===== src/common/fbw_map.vh =====
`ifndef FBW_MAP_VH
`define FBW_MAP_VH

// Register offsets on the 8-bit register port
`define FBW_OFS_PROG_STORE_CTRL   8'h00
`define FBW_OFS_FLASH_KEY         8'h01
`define FBW_OFS_FLASH_BUF_CTRL    8'h02
`define FBW_OFS_PROG_BANK         8'h03
`define FBW_OFS_RESET_SOURCE      8'h04
`define FBW_OFS_PART_ID           8'h05
`define FBW_OFS_WRITE_STATUS      8'h06

// Field positions
`define FBW_BIT_WRITE_EN          0
`define FBW_BIT_ERASE_EN          1
`define FBW_BIT_BLOCK_WRITE       0
`define FBW_POS_BANK_LO           0
`define FBW_POS_BANK_HI           1
`define FBW_BIT_FLASH_ERROR       6

// Reset values
`define FBW_RST_PROG_STORE_CTRL   2'h0
`define FBW_RST_FLASH_BUF_CTRL    1'h0
`define FBW_RST_PROG_BANK         2'h0
`define FBW_RST_LOCK_CFG          8'h00

// Key codes, written in this order
`define FBW_KEY_FIRST             8'ha5
`define FBW_KEY_SECOND            8'hf1

// Flash geometry
`define FBW_FLASH_AW              17
`define FBW_PAGE_SHIFT            10
`define FBW_BLOCK_BYTES           4
`define FBW_LOCK_ALL_OPEN         8'hff
`define FBW_ERASED_BYTE           8'hff

`endif


===== src/verilog/fbw_top.v =====
`timescale 1ns/1ps
`include "fbw_map.vh"

// Overview of operation
// [RULE_01] Block mode programs four bytes in one pulse
// [RULE_02] Buffer bytes 00b-10b, commit on 11b write
// [RULE_03] No 11b write means block never programmed
// [RULE_04] Programming only clears bits; unwritten lanes 0xff
// [RULE_05] Host sends both keys before each byte
// [RULE_06] Host sets enables around block sequence
// [RULE_07] 8-bit form never modifies above 0x00ff
// [RULE_08] External data reads always go to RAM
// [RULE_09] Write needs write enable; erase needs both
// [RULE_10] Inverted lock byte counts locked pages from zero
// [RULE_11] Lock byte page locked when any page locked
// [RULE_12] Top byte on largest part; 0x80 locks all
// [RULE_13] Unlocked pages open to everyone
// [RULE_14] Protected areas: debug refused, firmware depends on origin
// [RULE_15] Firmware lock page erase always faults
// [RULE_16] Written lock byte only cleared by device erase
// [RULE_17] Reserved area refused or faulting for all
// [RULE_18] Firmware violation resets; error flag reads one
// [RULE_19] Debug violations ignored silently, no reset
// [RULE_20] New lock settings apply after next reset
// [RULE_21] Readable part identification register
// [RULE_22] Ordered keys; bad key disables until reset
// [RULE_23] Partial block dropped on disable or reset
module fbw_top #(
	parameter FLASH_BYTES    = 131072,
	parameter RESERVED_BYTES = 0,
	parameter [7:0] PART_ID  = 8'h5a
) (
	input  wire        mclk,
	input  wire        rst_n,
	input  wire        por_n,
	input  wire [7:0]  reg_addr,
	input  wire [7:0]  reg_wdata,
	input  wire        reg_wr,
	input  wire        reg_rd,
	output reg  [7:0]  reg_rdata,
	input  wire        cpu_wr,
	input  wire        cpu_addr8,
	input  wire [15:0] cpu_addr,
	input  wire [7:0]  cpu_wdata,
	input  wire        cpu_code_rd,
	input  wire        cpu_xdata_rd,
	input  wire [16:0] cpu_pc,
	output wire        cpu_stall,
	output wire        xram_rd,
	output wire        xram_wr,
	input  wire        dbg_rd,
	input  wire        dbg_wr,
	input  wire        dbg_erase,
	input  wire        dbg_dev_erase,
	input  wire [16:0] dbg_addr,
	input  wire [7:0]  dbg_wdata,
	output wire        dbg_ready,
	output reg         dbg_done,
	output reg         dbg_refused,
	input  wire [7:0]  sec_byte,
	input  wire        fl_busy,
	output reg         fl_prog,
	output reg  [16:0] fl_prog_addr,
	output reg  [31:0] fl_prog_data,
	output reg         fl_erase,
	output reg  [16:0] fl_erase_addr,
	output reg         fl_mass_erase,
	output reg         fl_rd,
	output reg  [16:0] fl_rd_addr,
	output reg         fl_err_rst
);

	localparam AW = `FBW_FLASH_AW;
	localparam PS = `FBW_PAGE_SHIFT;
	localparam integer LOCK_ADDR_I = FLASH_BYTES - RESERVED_BYTES - 1;
	localparam integer RES_START_I = FLASH_BYTES - RESERVED_BYTES;
	localparam [AW-1:0] LOCK_ADDR  = LOCK_ADDR_I[AW-1:0];
	localparam [AW-PS-1:0] LOCK_PAGE = LOCK_ADDR[AW-1:PS];

	// Key lock: a dead lock stays dead until the next reset
	localparam [3:0] KEY_LOCKED = 4'b0001;
	localparam [3:0] KEY_FIRST  = 4'b0010;
	localparam [3:0] KEY_OPEN   = 4'b0100;
	localparam [3:0] KEY_DEAD   = 4'b1000;

	reg         write_en;
	reg         erase_en;
	reg         block_write_enable;
	reg  [1:0]  code_bank_select;
	reg  [3:0]  key_state;
	reg  [7:0]  lock_cfg;
	reg         lock_cfg_valid;
	reg  [31:0] buf_data;
	reg  [3:0]  buf_mask;
	reg  [14:0] buf_base;
	reg         err_pend;
	reg         flash_error_flag;
	reg         rst_n_d;

	// Page is locked by count, or it is the lock byte page while anything is locked
	function prot;
		input [AW-1:0] a;
		input [7:0]    lk;
		begin
			prot = ({1'b0, a[AW-1:PS]} < ~lk) // see [RULE_10]
				|| ((a[AW-1:PS] == LOCK_PAGE) && (lk != `FBW_LOCK_ALL_OPEN)); // see [RULE_11]
		end
	endfunction

	function in_reserved;
		input [AW-1:0] a;
		begin
			in_reserved = ({15'h0, a} >= RES_START_I[31:0]);
		end
	endfunction

	// Upper half of the 16-bit space is banked
	function [AW-1:0] phys;
		input [15:0] a;
		input [1:0]  bank;
		begin
			phys = a[15] ? {bank, a[14:0]} : {2'b00, a[14:0]};
		end
	endfunction

	wire [AW-1:0] cpu_pa      = phys(cpu_addr, code_bank_select);
	wire          fw_on_lock  = prot(cpu_pc, lock_cfg);
	wire          cpu_mod     = cpu_wr & write_en; // see [RULE_09]
	wire          cpu_is_er   = erase_en; // see [RULE_09]
	// Live contents: a lock byte written since reset already counts as used
	wire          lock_written = (sec_byte != `FBW_LOCK_ALL_OPEN);
	wire          cpu_lockpg  = (cpu_pa[AW-1:PS] == LOCK_PAGE);
	wire          cpu_res     = in_reserved(cpu_pa);
	wire          cpu_prot    = prot(cpu_pa, lock_cfg);
	wire          cpu_high8   = cpu_addr8 & (cpu_addr[15:8] != 8'h00);
	wire          key_open    = (key_state == KEY_OPEN);

	// Firmware access checks
	// Security is judged before the key, so a violation resets even with the key shut
	wire fw_mod_err = cpu_res // see [RULE_17]
		| (cpu_is_er & cpu_lockpg) // see [RULE_15]
		| (~cpu_is_er & (cpu_pa == LOCK_ADDR) & lock_written) // see [RULE_16]
		| (cpu_prot & ~fw_on_lock); // see [RULE_14]
	wire fw_rd_err  = cpu_res | (cpu_prot & ~fw_on_lock); // see [RULE_14]

	// Debug port checks; unlocked pages pass through untouched, except lock byte writes and lock page erases once the lock byte is written
	wire dbg_res    = in_reserved(dbg_addr);
	wire dbg_prot   = prot(dbg_addr, lock_cfg);
	wire dbg_bad_rd = dbg_res | dbg_prot; // see [RULE_13]
	wire dbg_bad_wr = dbg_res | dbg_prot | ((dbg_addr == LOCK_ADDR) & lock_written); // see [RULE_16]
	// Erasing the lock byte page would also undo a lock byte written since reset
	wire dbg_bad_er = dbg_res | dbg_prot // see [RULE_15]
		| ((dbg_addr[AW-1:PS] == LOCK_PAGE) & lock_written); // see [RULE_16]
	wire dbg_any    = dbg_rd | dbg_wr | dbg_erase | dbg_dev_erase;

	wire cpu_any    = cpu_mod | cpu_code_rd;
	wire op_issued  = fl_prog | fl_erase | fl_mass_erase;
	wire key_wr     = reg_wr & (reg_addr == `FBW_OFS_FLASH_KEY);

	// One request per edge: a key write outranks the CPU and the CPU the debug port,
	// so ready drops whenever a higher source owns the edge
	wire cpu_take   = cpu_mod & ~cpu_stall & lock_cfg_valid & ~key_wr;
	wire code_take  = cpu_code_rd & ~cpu_stall & lock_cfg_valid & ~key_wr;
	wire dbg_take   = dbg_any & dbg_ready;

	assign cpu_stall = fl_busy | op_issued;
	assign dbg_ready = ~cpu_any & ~key_wr & ~cpu_stall & lock_cfg_valid;
	assign xram_rd   = cpu_xdata_rd; // see [RULE_08]
	// With writes disabled a data-move write goes to external RAM
	assign xram_wr   = cpu_wr & ~write_en;

	// Byte lane merge: lanes not written stay erased so they are left alone
	wire [1:0]  cpu_lane  = cpu_pa[1:0];
	wire        same_blk  = (buf_base == cpu_pa[AW-1:2]);
	wire [31:0] cpu_merge;
	wire [31:0] dbg_merge;
	// Debug writes are single bytes; the block cache serves firmware only
	genvar g;
	generate
		for (g = 0; g < `FBW_BLOCK_BYTES; g = g + 1) begin : g_lane
			assign cpu_merge[g*8 +: 8] = (cpu_lane == g) ? cpu_wdata :
				(block_write_enable & same_blk & buf_mask[g]) ? buf_data[g*8 +: 8] :
				`FBW_ERASED_BYTE; // see [RULE_04]
			assign dbg_merge[g*8 +: 8] = (dbg_addr[1:0] == g) ? dbg_wdata :
				`FBW_ERASED_BYTE; // see [RULE_04]
		end
	endgenerate

	// Lock settings are read once per reset so a fresh lock byte waits for the next one
	// Until then every page counts as locked and no firmware or debug request is taken
	always @(posedge mclk) begin
		if (!rst_n) begin
			lock_cfg       <= `FBW_RST_LOCK_CFG;
			lock_cfg_valid <= 1'b0;
		end else if (!lock_cfg_valid) begin
			lock_cfg       <= sec_byte; // see [RULE_20]
			lock_cfg_valid <= 1'b1;
		end
	end

	// Software registers
	always @(posedge mclk) begin
		if (!rst_n) begin
			{erase_en, write_en} <= `FBW_RST_PROG_STORE_CTRL;
			block_write_enable <= `FBW_RST_FLASH_BUF_CTRL;
			code_bank_select   <= `FBW_RST_PROG_BANK;
		end else if (reg_wr) begin
			case (reg_addr)
				`FBW_OFS_PROG_STORE_CTRL: begin
					write_en <= reg_wdata[`FBW_BIT_WRITE_EN];
					erase_en <= reg_wdata[`FBW_BIT_ERASE_EN];
				end
				`FBW_OFS_FLASH_BUF_CTRL: begin
					block_write_enable <= reg_wdata[`FBW_BIT_BLOCK_WRITE];
				end
				`FBW_OFS_PROG_BANK: begin
					code_bank_select <= reg_wdata[`FBW_POS_BANK_HI:`FBW_POS_BANK_LO];
				end
				default: begin
				end
			endcase
		end
	end

	// Read port, data in the cycle after the strobe only
	always @(posedge mclk) begin
		if (!rst_n) begin
			reg_rdata <= 8'h00;
		end else if (reg_rd) begin
			case (reg_addr)
				`FBW_OFS_PROG_STORE_CTRL: reg_rdata <= {6'h00, erase_en, write_en};
				`FBW_OFS_FLASH_KEY:       reg_rdata <= {4'h0, key_state};
				`FBW_OFS_FLASH_BUF_CTRL:  reg_rdata <= {7'h00, block_write_enable};
				`FBW_OFS_PROG_BANK:       reg_rdata <= {6'h00, code_bank_select};
				`FBW_OFS_RESET_SOURCE:    reg_rdata <= {1'b0, flash_error_flag, 6'h00}; // see [RULE_18]
				`FBW_OFS_PART_ID:         reg_rdata <= PART_ID; // see [RULE_21]
				`FBW_OFS_WRITE_STATUS:    reg_rdata <= {lock_written, fl_busy, 2'b00, buf_mask};
				default:                  reg_rdata <= 8'h00;
			endcase
		end else begin
			reg_rdata <= 8'h00;
		end
	end

	// Main sequencer: key lock, firmware and debug requests, block cache
	always @(posedge mclk) begin
		if (!rst_n) begin
			key_state     <= KEY_LOCKED;
			buf_data      <= 32'h0000_0000;
			buf_mask      <= 4'h0; // see [RULE_23]
			buf_base      <= 15'h0000;
			fl_prog       <= 1'b0;
			fl_prog_addr  <= 17'h00000;
			fl_prog_data  <= 32'hffff_ffff;
			fl_erase      <= 1'b0;
			fl_erase_addr <= 17'h00000;
			fl_mass_erase <= 1'b0;
			fl_rd         <= 1'b0;
			fl_rd_addr    <= 17'h00000;
			fl_err_rst    <= 1'b0;
			dbg_done      <= 1'b0;
			dbg_refused   <= 1'b0;
		end else begin
			fl_prog       <= 1'b0;
			fl_erase      <= 1'b0;
			fl_mass_erase <= 1'b0;
			fl_rd         <= 1'b0;
			fl_err_rst    <= 1'b0;
			dbg_done      <= 1'b0;
			dbg_refused   <= 1'b0;
			// Leaving block mode drops a partial block
			if (!block_write_enable) begin
				buf_mask <= 4'h0; // see [RULE_23]
			end
			if (key_wr) begin
				case (key_state)
					KEY_LOCKED: key_state <= (reg_wdata == `FBW_KEY_FIRST) ?
						KEY_FIRST : KEY_DEAD; // see [RULE_22]
					KEY_FIRST:  key_state <= (reg_wdata == `FBW_KEY_SECOND) ?
						KEY_OPEN : KEY_DEAD; // see [RULE_22]
					KEY_OPEN:   key_state <= KEY_DEAD;
					KEY_DEAD:   key_state <= KEY_DEAD;
					default:    key_state <= KEY_DEAD;
				endcase
			end else if (cpu_take) begin
				if (cpu_high8) begin
					// Short-form pointer cannot reach past the first 256 bytes
					key_state <= key_state; // see [RULE_07]
				end else if (fw_mod_err) begin
					fl_err_rst <= 1'b1; // see [RULE_18]
				end else if (!key_open) begin
					key_state <= KEY_DEAD; // see [RULE_22]
				end else begin
					key_state <= KEY_LOCKED; // see [RULE_22]
					if (cpu_is_er) begin
						fl_erase      <= 1'b1;
						fl_erase_addr <= {cpu_pa[AW-1:PS], 10'h000};
						buf_mask      <= 4'h0;
					end else if (block_write_enable && (cpu_lane != 2'b11)) begin
						// Hold the byte; a new block throws away an old partial one
						buf_base <= cpu_pa[AW-1:2];
						buf_data <= cpu_merge; // see [RULE_02]
						buf_mask <= (same_blk ? buf_mask : 4'h0)
							| (4'h1 << cpu_lane); // see [RULE_03]
					end else begin
						fl_prog      <= 1'b1; // see [RULE_01]
						fl_prog_addr <= {cpu_pa[AW-1:2], 2'b00};
						fl_prog_data <= cpu_merge; // see [RULE_02]
						buf_mask     <= 4'h0;
					end
				end
			end else if (code_take) begin
				if (fw_rd_err) begin
					fl_err_rst <= 1'b1; // see [RULE_14]
				end else begin
					fl_rd      <= 1'b1;
					fl_rd_addr <= cpu_pa;
				end
			end else if (dbg_take) begin
				dbg_done <= 1'b1;
				if (dbg_dev_erase) begin
					fl_mass_erase <= 1'b1; // see [RULE_16]
					buf_mask      <= 4'h0;
				end else if (dbg_erase) begin
					if (dbg_bad_er) begin
						dbg_refused <= 1'b1; // see [RULE_19]
					end else begin
						fl_erase      <= 1'b1; // see [RULE_13]
						fl_erase_addr <= {dbg_addr[AW-1:PS], 10'h000};
					end
				end else if (dbg_wr) begin
					if (dbg_bad_wr) begin
						dbg_refused <= 1'b1; // see [RULE_19]
					end else begin
						fl_prog      <= 1'b1;
						fl_prog_addr <= {dbg_addr[AW-1:2], 2'b00};
						fl_prog_data <= dbg_merge;
					end
				end else begin
					if (dbg_bad_rd) begin
						dbg_refused <= 1'b1; // see [RULE_14]
					end else begin
						fl_rd      <= 1'b1;
						fl_rd_addr <= dbg_addr;
					end
				end
			end
		end
	end

	// Error cause must outlive the reset it triggers, so each reset reloads the flag from it and power-on clears both
	always @(posedge mclk) begin
		if (!por_n) begin
			err_pend         <= 1'b0;
			flash_error_flag <= 1'b0;
			rst_n_d          <= 1'b0;
		end else begin
			rst_n_d <= rst_n;
			if (!rst_n) begin
				flash_error_flag <= err_pend; // see [RULE_18]
			end
			// A new error outranks the clear left from the previous reset
			if (fl_err_rst) begin
				err_pend <= 1'b1;
			end else if (rst_n & ~rst_n_d) begin
				err_pend <= 1'b0;
			end
		end
	end

endmodule // fbw_top

===== config.mk =====
export PLATFORM = sky130hd
export DESIGN_NAME = fbw_top
export DESIGN_NICKNAME = d
export VERILOG_FILES = /design/src/verilog/fbw_top.v
export VERILOG_INCLUDE_DIRS = /design/src /design/src/common
export SDC_FILE = /design/constraint.sdc
export NUM_CORES = 1
export LEC_CHECK = 0
export BUFFER_PORTS_ARGS = -buffer_cell sky130_fd_sc_hd__buf_2
export CORE_MARGIN = 1
export CORE_UTILIZATION = 54
export CTS_CLUSTER_SIZE = 20
export DETAILED_ROUTE_END_ITERATION = 7
export HOLD_SLACK_MARGIN = 0.15
export MAX_ROUTING_LAYER = met4
export PLACE_DENSITY = 0.82
export REMOVE_ABC_BUFFERS = 1
export SLEW_MARGIN = 25
export SYNTH_ARGS = -nofsm -noshare
export SYNTH_HDL_FRONTEND = slang
export SYNTH_SLANG_ARGS = --single-unit

===== constraint.sdc =====
create_clock -name mclk -period 3.4 [get_ports mclk]
set_input_delay 0.34 -clock mclk [delete_from_list [all_inputs] [get_ports mclk]]
set_output_delay 0.34 -clock mclk [all_outputs]
set_load 0.01 [all_outputs]

==> impl_results.md, run 1 <==
- Fillers: 1216
- Core ar.: 14800 µm²
- Post-cts gate resize count: 0
- Crit path required time: 3.76 ns
- CTS sink count: 157
- Final Cycle Share: 0.869
- DP Wirelength: 17300 µm
- Post-Layout Cell Count: 1287
- Synthesized area per cell: 8.79 µm²
- WP data arrival: 3.32 ns
- Leak Pwr: 0.00426 µW
- Dpl cells: 1252
- Largest net degree at the start of global routing: 47
- H-tree depth: 4
- Final WL: 25000 µm
- Cell count of the worst reg-to-reg path: 9
- Hold EP: lock_cfg[3]
- R2R Path Start: code_bank_select[1]
- # IOs: 206
- Slack of the critical path: 0.444 ns
- Antenna-violating nets left: 0
- CTS Buf Count: 17
- Area fraction of the dominant cell type after synthesis: 0.380
- Status: finished, final reports clean
- Max FO, Critical Path: 7
- Max-cap violations: 0
- Power share of the clock group: 0.458
- Hold Fails Final Rpt: 0
- Slew HR: 0.352
- Share of cells above drive strength 1: 0.268
- Total power draw: 4190 µW
- #FFs+latches synth: 157
- Power share of the combinational group: 0.094
- Reg power frac: 0.448
- R2r endpoint: fl_erase_addr[14]
- Post-synth ARST share: 0
- Hold Path Origin: sec_byte[3]
- Most common cell in the netlist: dfxtp_1
- Setup Buffers After CTS: 0
- R2R Setup Slk: 0.44 ns
- Seq/Total Area, Yosys: 0.380
- Vias per cell: 6.37
- WS Path Type: reg2reg
- HP Class: in2reg
- # DRC: 0
- Synth warnings: 0
- Placed Area: 9280 µm²
- Die Y: 126 µm
- Critical Path Sink Type: flip-flop
- Largest cells by area after synthesis: dfxtp_1 38%, mux2i_1 11%, nor2_1 5.0%
- Pre-CTS setup slack: 0.373 ns
- Setup Skew: 0.00846 ns
- Maximum clock rate: 338 MHz
- DR pass1 iterations: 6
- Routability cong.: 0.945
- P_sw: 1060 µW
- Via count: 8201
- Mapped cell area: 8270 µm²
- Cell Rows: 44
- Grt peak-use layer: met2
- Setup crit start kind: flip-flop
- Final min period: 2.96 ns
- Worst Tran Pin Value: 0.968 ns
- Final setup fails: 0
- Synth area leader: dfxtp_1
- Area grow syn2layout: 19.6%
- Internal power: 3140 µW
- EDFF count, synth: 0
- PD cells: 424 nW/µm²
- Max Slew Vio Count: 0
- Fin area: 9890 µm²
- Grt ovf: 0
- Grt met1 use: 0.414
- Post-Synthesis Cells: 941
- Die Area: 15800 µm²
- Clock transition at path regs: 0.06 ns
- Vias in the first global route: 7503
- Final net count: 1211
- PortBufs: 180
- DR WL/cell: 19.4 µm
- TritonCTS clock tree: built
- Peak supply drop: 0.363 mV
- Clk_lat worst skew: 0.44 ns
- Root Driver: clkbuf_16
- Horiz. Die Dim: 126 µm
- Initial Util: 0.560
- Synth top cells by count: 157 x dfxtp_1, 111 x nor2_1, 89 x mux2i_1
- Setup repair after global routing missed its margin: no
- Hold depth: 3
- Total GRT Usage: 0.328
- Library cells used by synthesis: 61
- Initial antenna violation count: 1
- Clk buf depth: 2
- Ys flop type: dfxtp_1
- GRT met2 Usage: 0.512
- First-pass GRT wire length: 39900 µm
- Sw Share: 0.252
- Iteration-0 DRC Markers: 851
- GR Util met3: 0.0633
registers in the layout, indices dropped and copies added (netlist names), 2 cells and up:
signal and flops:
buf_base 15, fl_rd_addr 17, code_bank_select 2, lock_cfg 8, fl_prog_addr 15, fl_erase_addr 7, key_state 4, reg_rdata 7
buf_data 32, fl_prog_data 32, buf_mask 4
how the worst max path moves through the flow:
stage	from	slack, ns	endpoint	cells after the start
2_1_floorplan	fl_erase	-1.26	fl_prog_addr[2]	6
4_1_cts	code_bank_select[1]	0.48	fl_erase_addr[10]	9
3_3_place_gp	cpu_addr[8]	0.44	fl_prog_addr[12]	8
3_5_place_dp	cpu_addr[12]	0.37	fl_prog_addr[14]	8
5_1_grt	code_bank_select[1]	0.24	fl_erase_addr[10]	9
6_report	code_bank_select[1]	0.44	fl_erase_addr[14]	9
cells in the final DEF (no fill, tap or decap), types with 17 or more instances in the layout:
cell         n
nand3_1     25
mux2i_1     89
dfxtp_1    157
o211ai_1    19
o21ai_0     20
a31oi_1     49
o221a_2     25
o41ai_1     32
buf_4       21
clkbuf_16   17
nor4_1      39
nand2_1     71
nor2_1     111
nand4_1     17
a21oi_1     18
buf_2      179
ha_1        18
routing by layer:
metal,up-vias,routed length [µm],part of all wire
li1,3826,-,-
met1,3856,10500,0.42
met2,446,11700,0.47
met3,73,2030,0.081
met4,0,830,0.033
met5,-,0,0
logic make-up (layout without fill, tap and decap cells):
kind of cell / after synthesis / after routing / synth area share
simple gates: 337 / 337 / 0.201
other cells: 1 / 14 / 0.000453
compound gates: 211 / 211 / 0.192
mux: 104 / 104 / 0.128
flops: 157 / 157 / 0.380
buf+inv: 99 / 248 / 0.0563
fa+ha+maj: 18 / 18 / 0.0272
xor+xnor: 14 / 14 / 0.0148
power groups by stage:
stage	registers, µW	logic [µW]	clock network, µW
5_1_grt	1880	426	2020
2_1_floorplan	1920	178	0
4_1_cts	1880	386	1930
3_5_place_dp	1920	379	0
3_3_place_gp	1920	372	0
6_report	1880	395	1920
cell type report:
type	instances	area (µm²)	area share
Antenna cell	1	2.50	0.000253
Multi-Input combinational cell	697	4750	0.480
Timing Repair Buffer	205	1130	0.115
Sequential cell	157	3140	0.318
Tap cell	184	230	0.0233
Clock inverter	11	134	0.0135
Clock buffer	21	460	0.0465
Inverter	11	41.3	0.00417
critical path: stages, from the launching register on:
cell and delay, ns:
dfxtp_1 0.47, and2_1 0.26, ha_1 0.30, a21oi_1 0.18, nand3_1 0.09, o221ai_1 0.28
buf_4 0.20, nand2_1 0.05, o211ai_1 0.78, mux2i_1 0.27
per-stage QoR:
step                      hold WS [ns]  setup TNS (ns)  utilization
after global placement           0.431               0        0.629
after detailed placement         0.433               0        0.629
final                            0.161               0        0.670
after CTS                        0.152               0        0.670
after floorplan                  0.368          -98.00            -
after global routing             0.170               0        0.670
what timing repair did:
item                                   in CTS  in global routing
endpoints found under the hold margin       2                  0
setup endpoints to repair                   0                  0
hold buffers                                2                  0
(Power assumes the default switching activity.)
==> run 2, diff against run 1 <==
Settings changed: BUFFER_PORTS_ARGS -buffer_cell sky130_fd_sc_hd__buf_2 to unset, CORE_UTILIZATION 54 to 55, DONT_BUFFER_PORTS set to 1, PLACE_DENSITY 0.82 to 0.71.
==> impl_results.md, run 2 (synthesized netlist as in run 1, its figures left out) <==
- Peak supply drop: 0.335 mV
- Hold Path Origin: dbg_addr[8]
- R2R Setup Slk: 0.38 ns
- Ant. Diodes: 0
- DP Wirelength: 16600 µm
- Setup TNS: 0 ns
- Die Area: 15500 µm²
- Largest net degree at the start of global routing: 113
- Clk_lat worst skew: 0.43 ns
- R2r endpoint: fl_rd_addr[15]
- Iteration-0 DRC Markers: 695
- Via count: 7574
- Max FO, Critical Path: 18
- Hold EP: fl_rd_addr[8]
- Critical Path Sink Type: flip-flop
- Final min period: 3.02 ns
- Share of cells above drive strength 1: 0.123
- Vias in the first global route: 7241
- # IOs: 206
- Max-cap violations: 0
- PD cells: 437 nW/µm²
- Slew HR: 0.441
- Hold Fails Final Rpt: 0
- Antenna-violating nets left: 0
- Horiz. Die Dim: 125 µm
- Commonest non-fill, non-tap cell in the layout: dfxtp_1
- Critical path buffers and inverters: 2
- Setup Skew: 0.00901 ns
- Routability cong.: 0.905
- # DRC: 0
- Total GRT Usage: 0.332
- R2R Path Start: code_bank_select[0]
- Total power draw: 4090 µW
- Final setup fails: 0
- TritonCTS clock tree: built
- Status: finished, final reports clean
- Hold depth: 2
- Most frequent cells in the layout: 157 x dfxtp_1, 111 x nor2_1, 89 x mux2i_1
- Final Cycle Share: 0.888
- Largest stage delay, worst path: 0.49 ns
- Fin util: 0.642
- CTS Buf Count: 17
- Clk buf depth: 2
- Setup crit start kind: flip-flop
- Area grow syn2layout: 13.3%
- Die Y: 125 µm
- Delay-heaviest family, CP: simple AND/OR/NAND/NOR gates
- First-pass GRT wire length: 39600 µm
- Critical path's most frequent cell: nand4_1
- WP data arrival: 3.34 ns
- Root Driver: clkbuf_16
- PortBufs: 0
- Maximum clock rate: 331 MHz
- Core ar.: 14600 µm²
- Vias per cell: 6.61
- HP Class: in2reg
- Grt ovf: 0
- CTS sink count: 157
- Crit path required time: 3.72 ns
- Slowest cell on crit path: and3_1
- Max Slew Vio Count: 0
- Clock transition at path regs: 0.06 ns
- Worst Tran Pin Value: 0.837 ns
- Cell count of the worst reg-to-reg path: 10
- DR WL/cell: 21.8 µm
- Top Registers: buf_data x32, fl_prog_data x32, fl_rd_addr x17
- Initial Util: 0.567
- Setup repair after global routing missed its margin: no
- WS Path Type: reg2reg
- CP cell instances: nand2_1 -> inv_1 -> ha_1 -> nand4_1 -> nand3_1 -> o221ai_1 -> buf_4 -> nand4_1 -> and3_1 -> o221a_2
- Final WL: 24900 µm
- Final net count: 1070
- DR pass1 iterations: 6
- H-tree depth: 4
- Cell Rows: 44
- Leak Pwr: 0.00370 µW
- Post-cts gate resize count: 0
- Initial antenna violation count: 0
## run 2: cell types whose count changed in the layout (fill, tap and decap cells not counted), sizes merged
cell         change
clkbuf           -1
diode            -1
clkinv           +2
buf            -179
dlygate4sd3     +37
## run 2: timing repair
item,4_1_cts,5_1_grt
hold endpoints to repair,136,0
hold buffers,40,0
setup buffers,0,0
## run 2: cell type report
class | count | area (µm²)
Multi-Input combinational cell | 697 | 4750
Tap cell | 184 | 230
Fill cell | 1255 | 5220
Inverter | 11 | 41.3
Sequential cell | 157 | 3140
Timing Repair Buffer | 64 | 623
Clock buffer | 19 | 443
Clock inverter | 13 | 141
## run 2: worst max path at each step
stage / from / endpoint / depth (start not counted)
finish: code_bank_select[0] / fl_rd_addr[15] / 10
global route: fl_erase / fl_prog_data[9] / 8
CTS: fl_erase / fl_prog_addr[13] / 8
detailed placement: fl_erase / fl_prog_addr[13] / 8
global placement: fl_erase / fl_prog_addr[15] / 8
floorplan: fl_erase / fl_prog_addr[2] / 6
## run 2: routing by layer
metal / track usage / up-vias / part of all wire
met1: 0.417 / 3591 / 0.42
met3: 0.0838 / 47 / 0.089
met2: 0.510 / 382 / 0.47
met5: - / - / 0
met4: 0.133 / 0 / 0.024
li1: - / 3554 / -
## run 2: power breakdown
group          internal [µW]  leakage (µW)  switching (µW)  total [µW]
Sequential              1860       0.00127            26.0        1880
Combinational            132       0.00215             173         305
Clock                   1100      0.000280             798        1900
## run 2: metrics by stage
| step | std cells | hold slack [ns] | instance area, µm² | worst slack, ns |
|---|---|---|---|---|
| 6_report | 1145 | 0.159 | 9370 | 0.381 |
| 5_1_grt | 1145 | 0.172 | 9370 | 0.212 |
| 4_1_cts | 1144 | 0.150 | 9360 | 0.397 |
| 3_5_place_dp | 1072 | 0.385 | 8360 | 0.419 |
| 3_3_place_gp | 1072 | 0.385 | 8360 | 0.468 |
| 2_1_floorplan | 865 | 0.368 | 7890 | -1.26 |
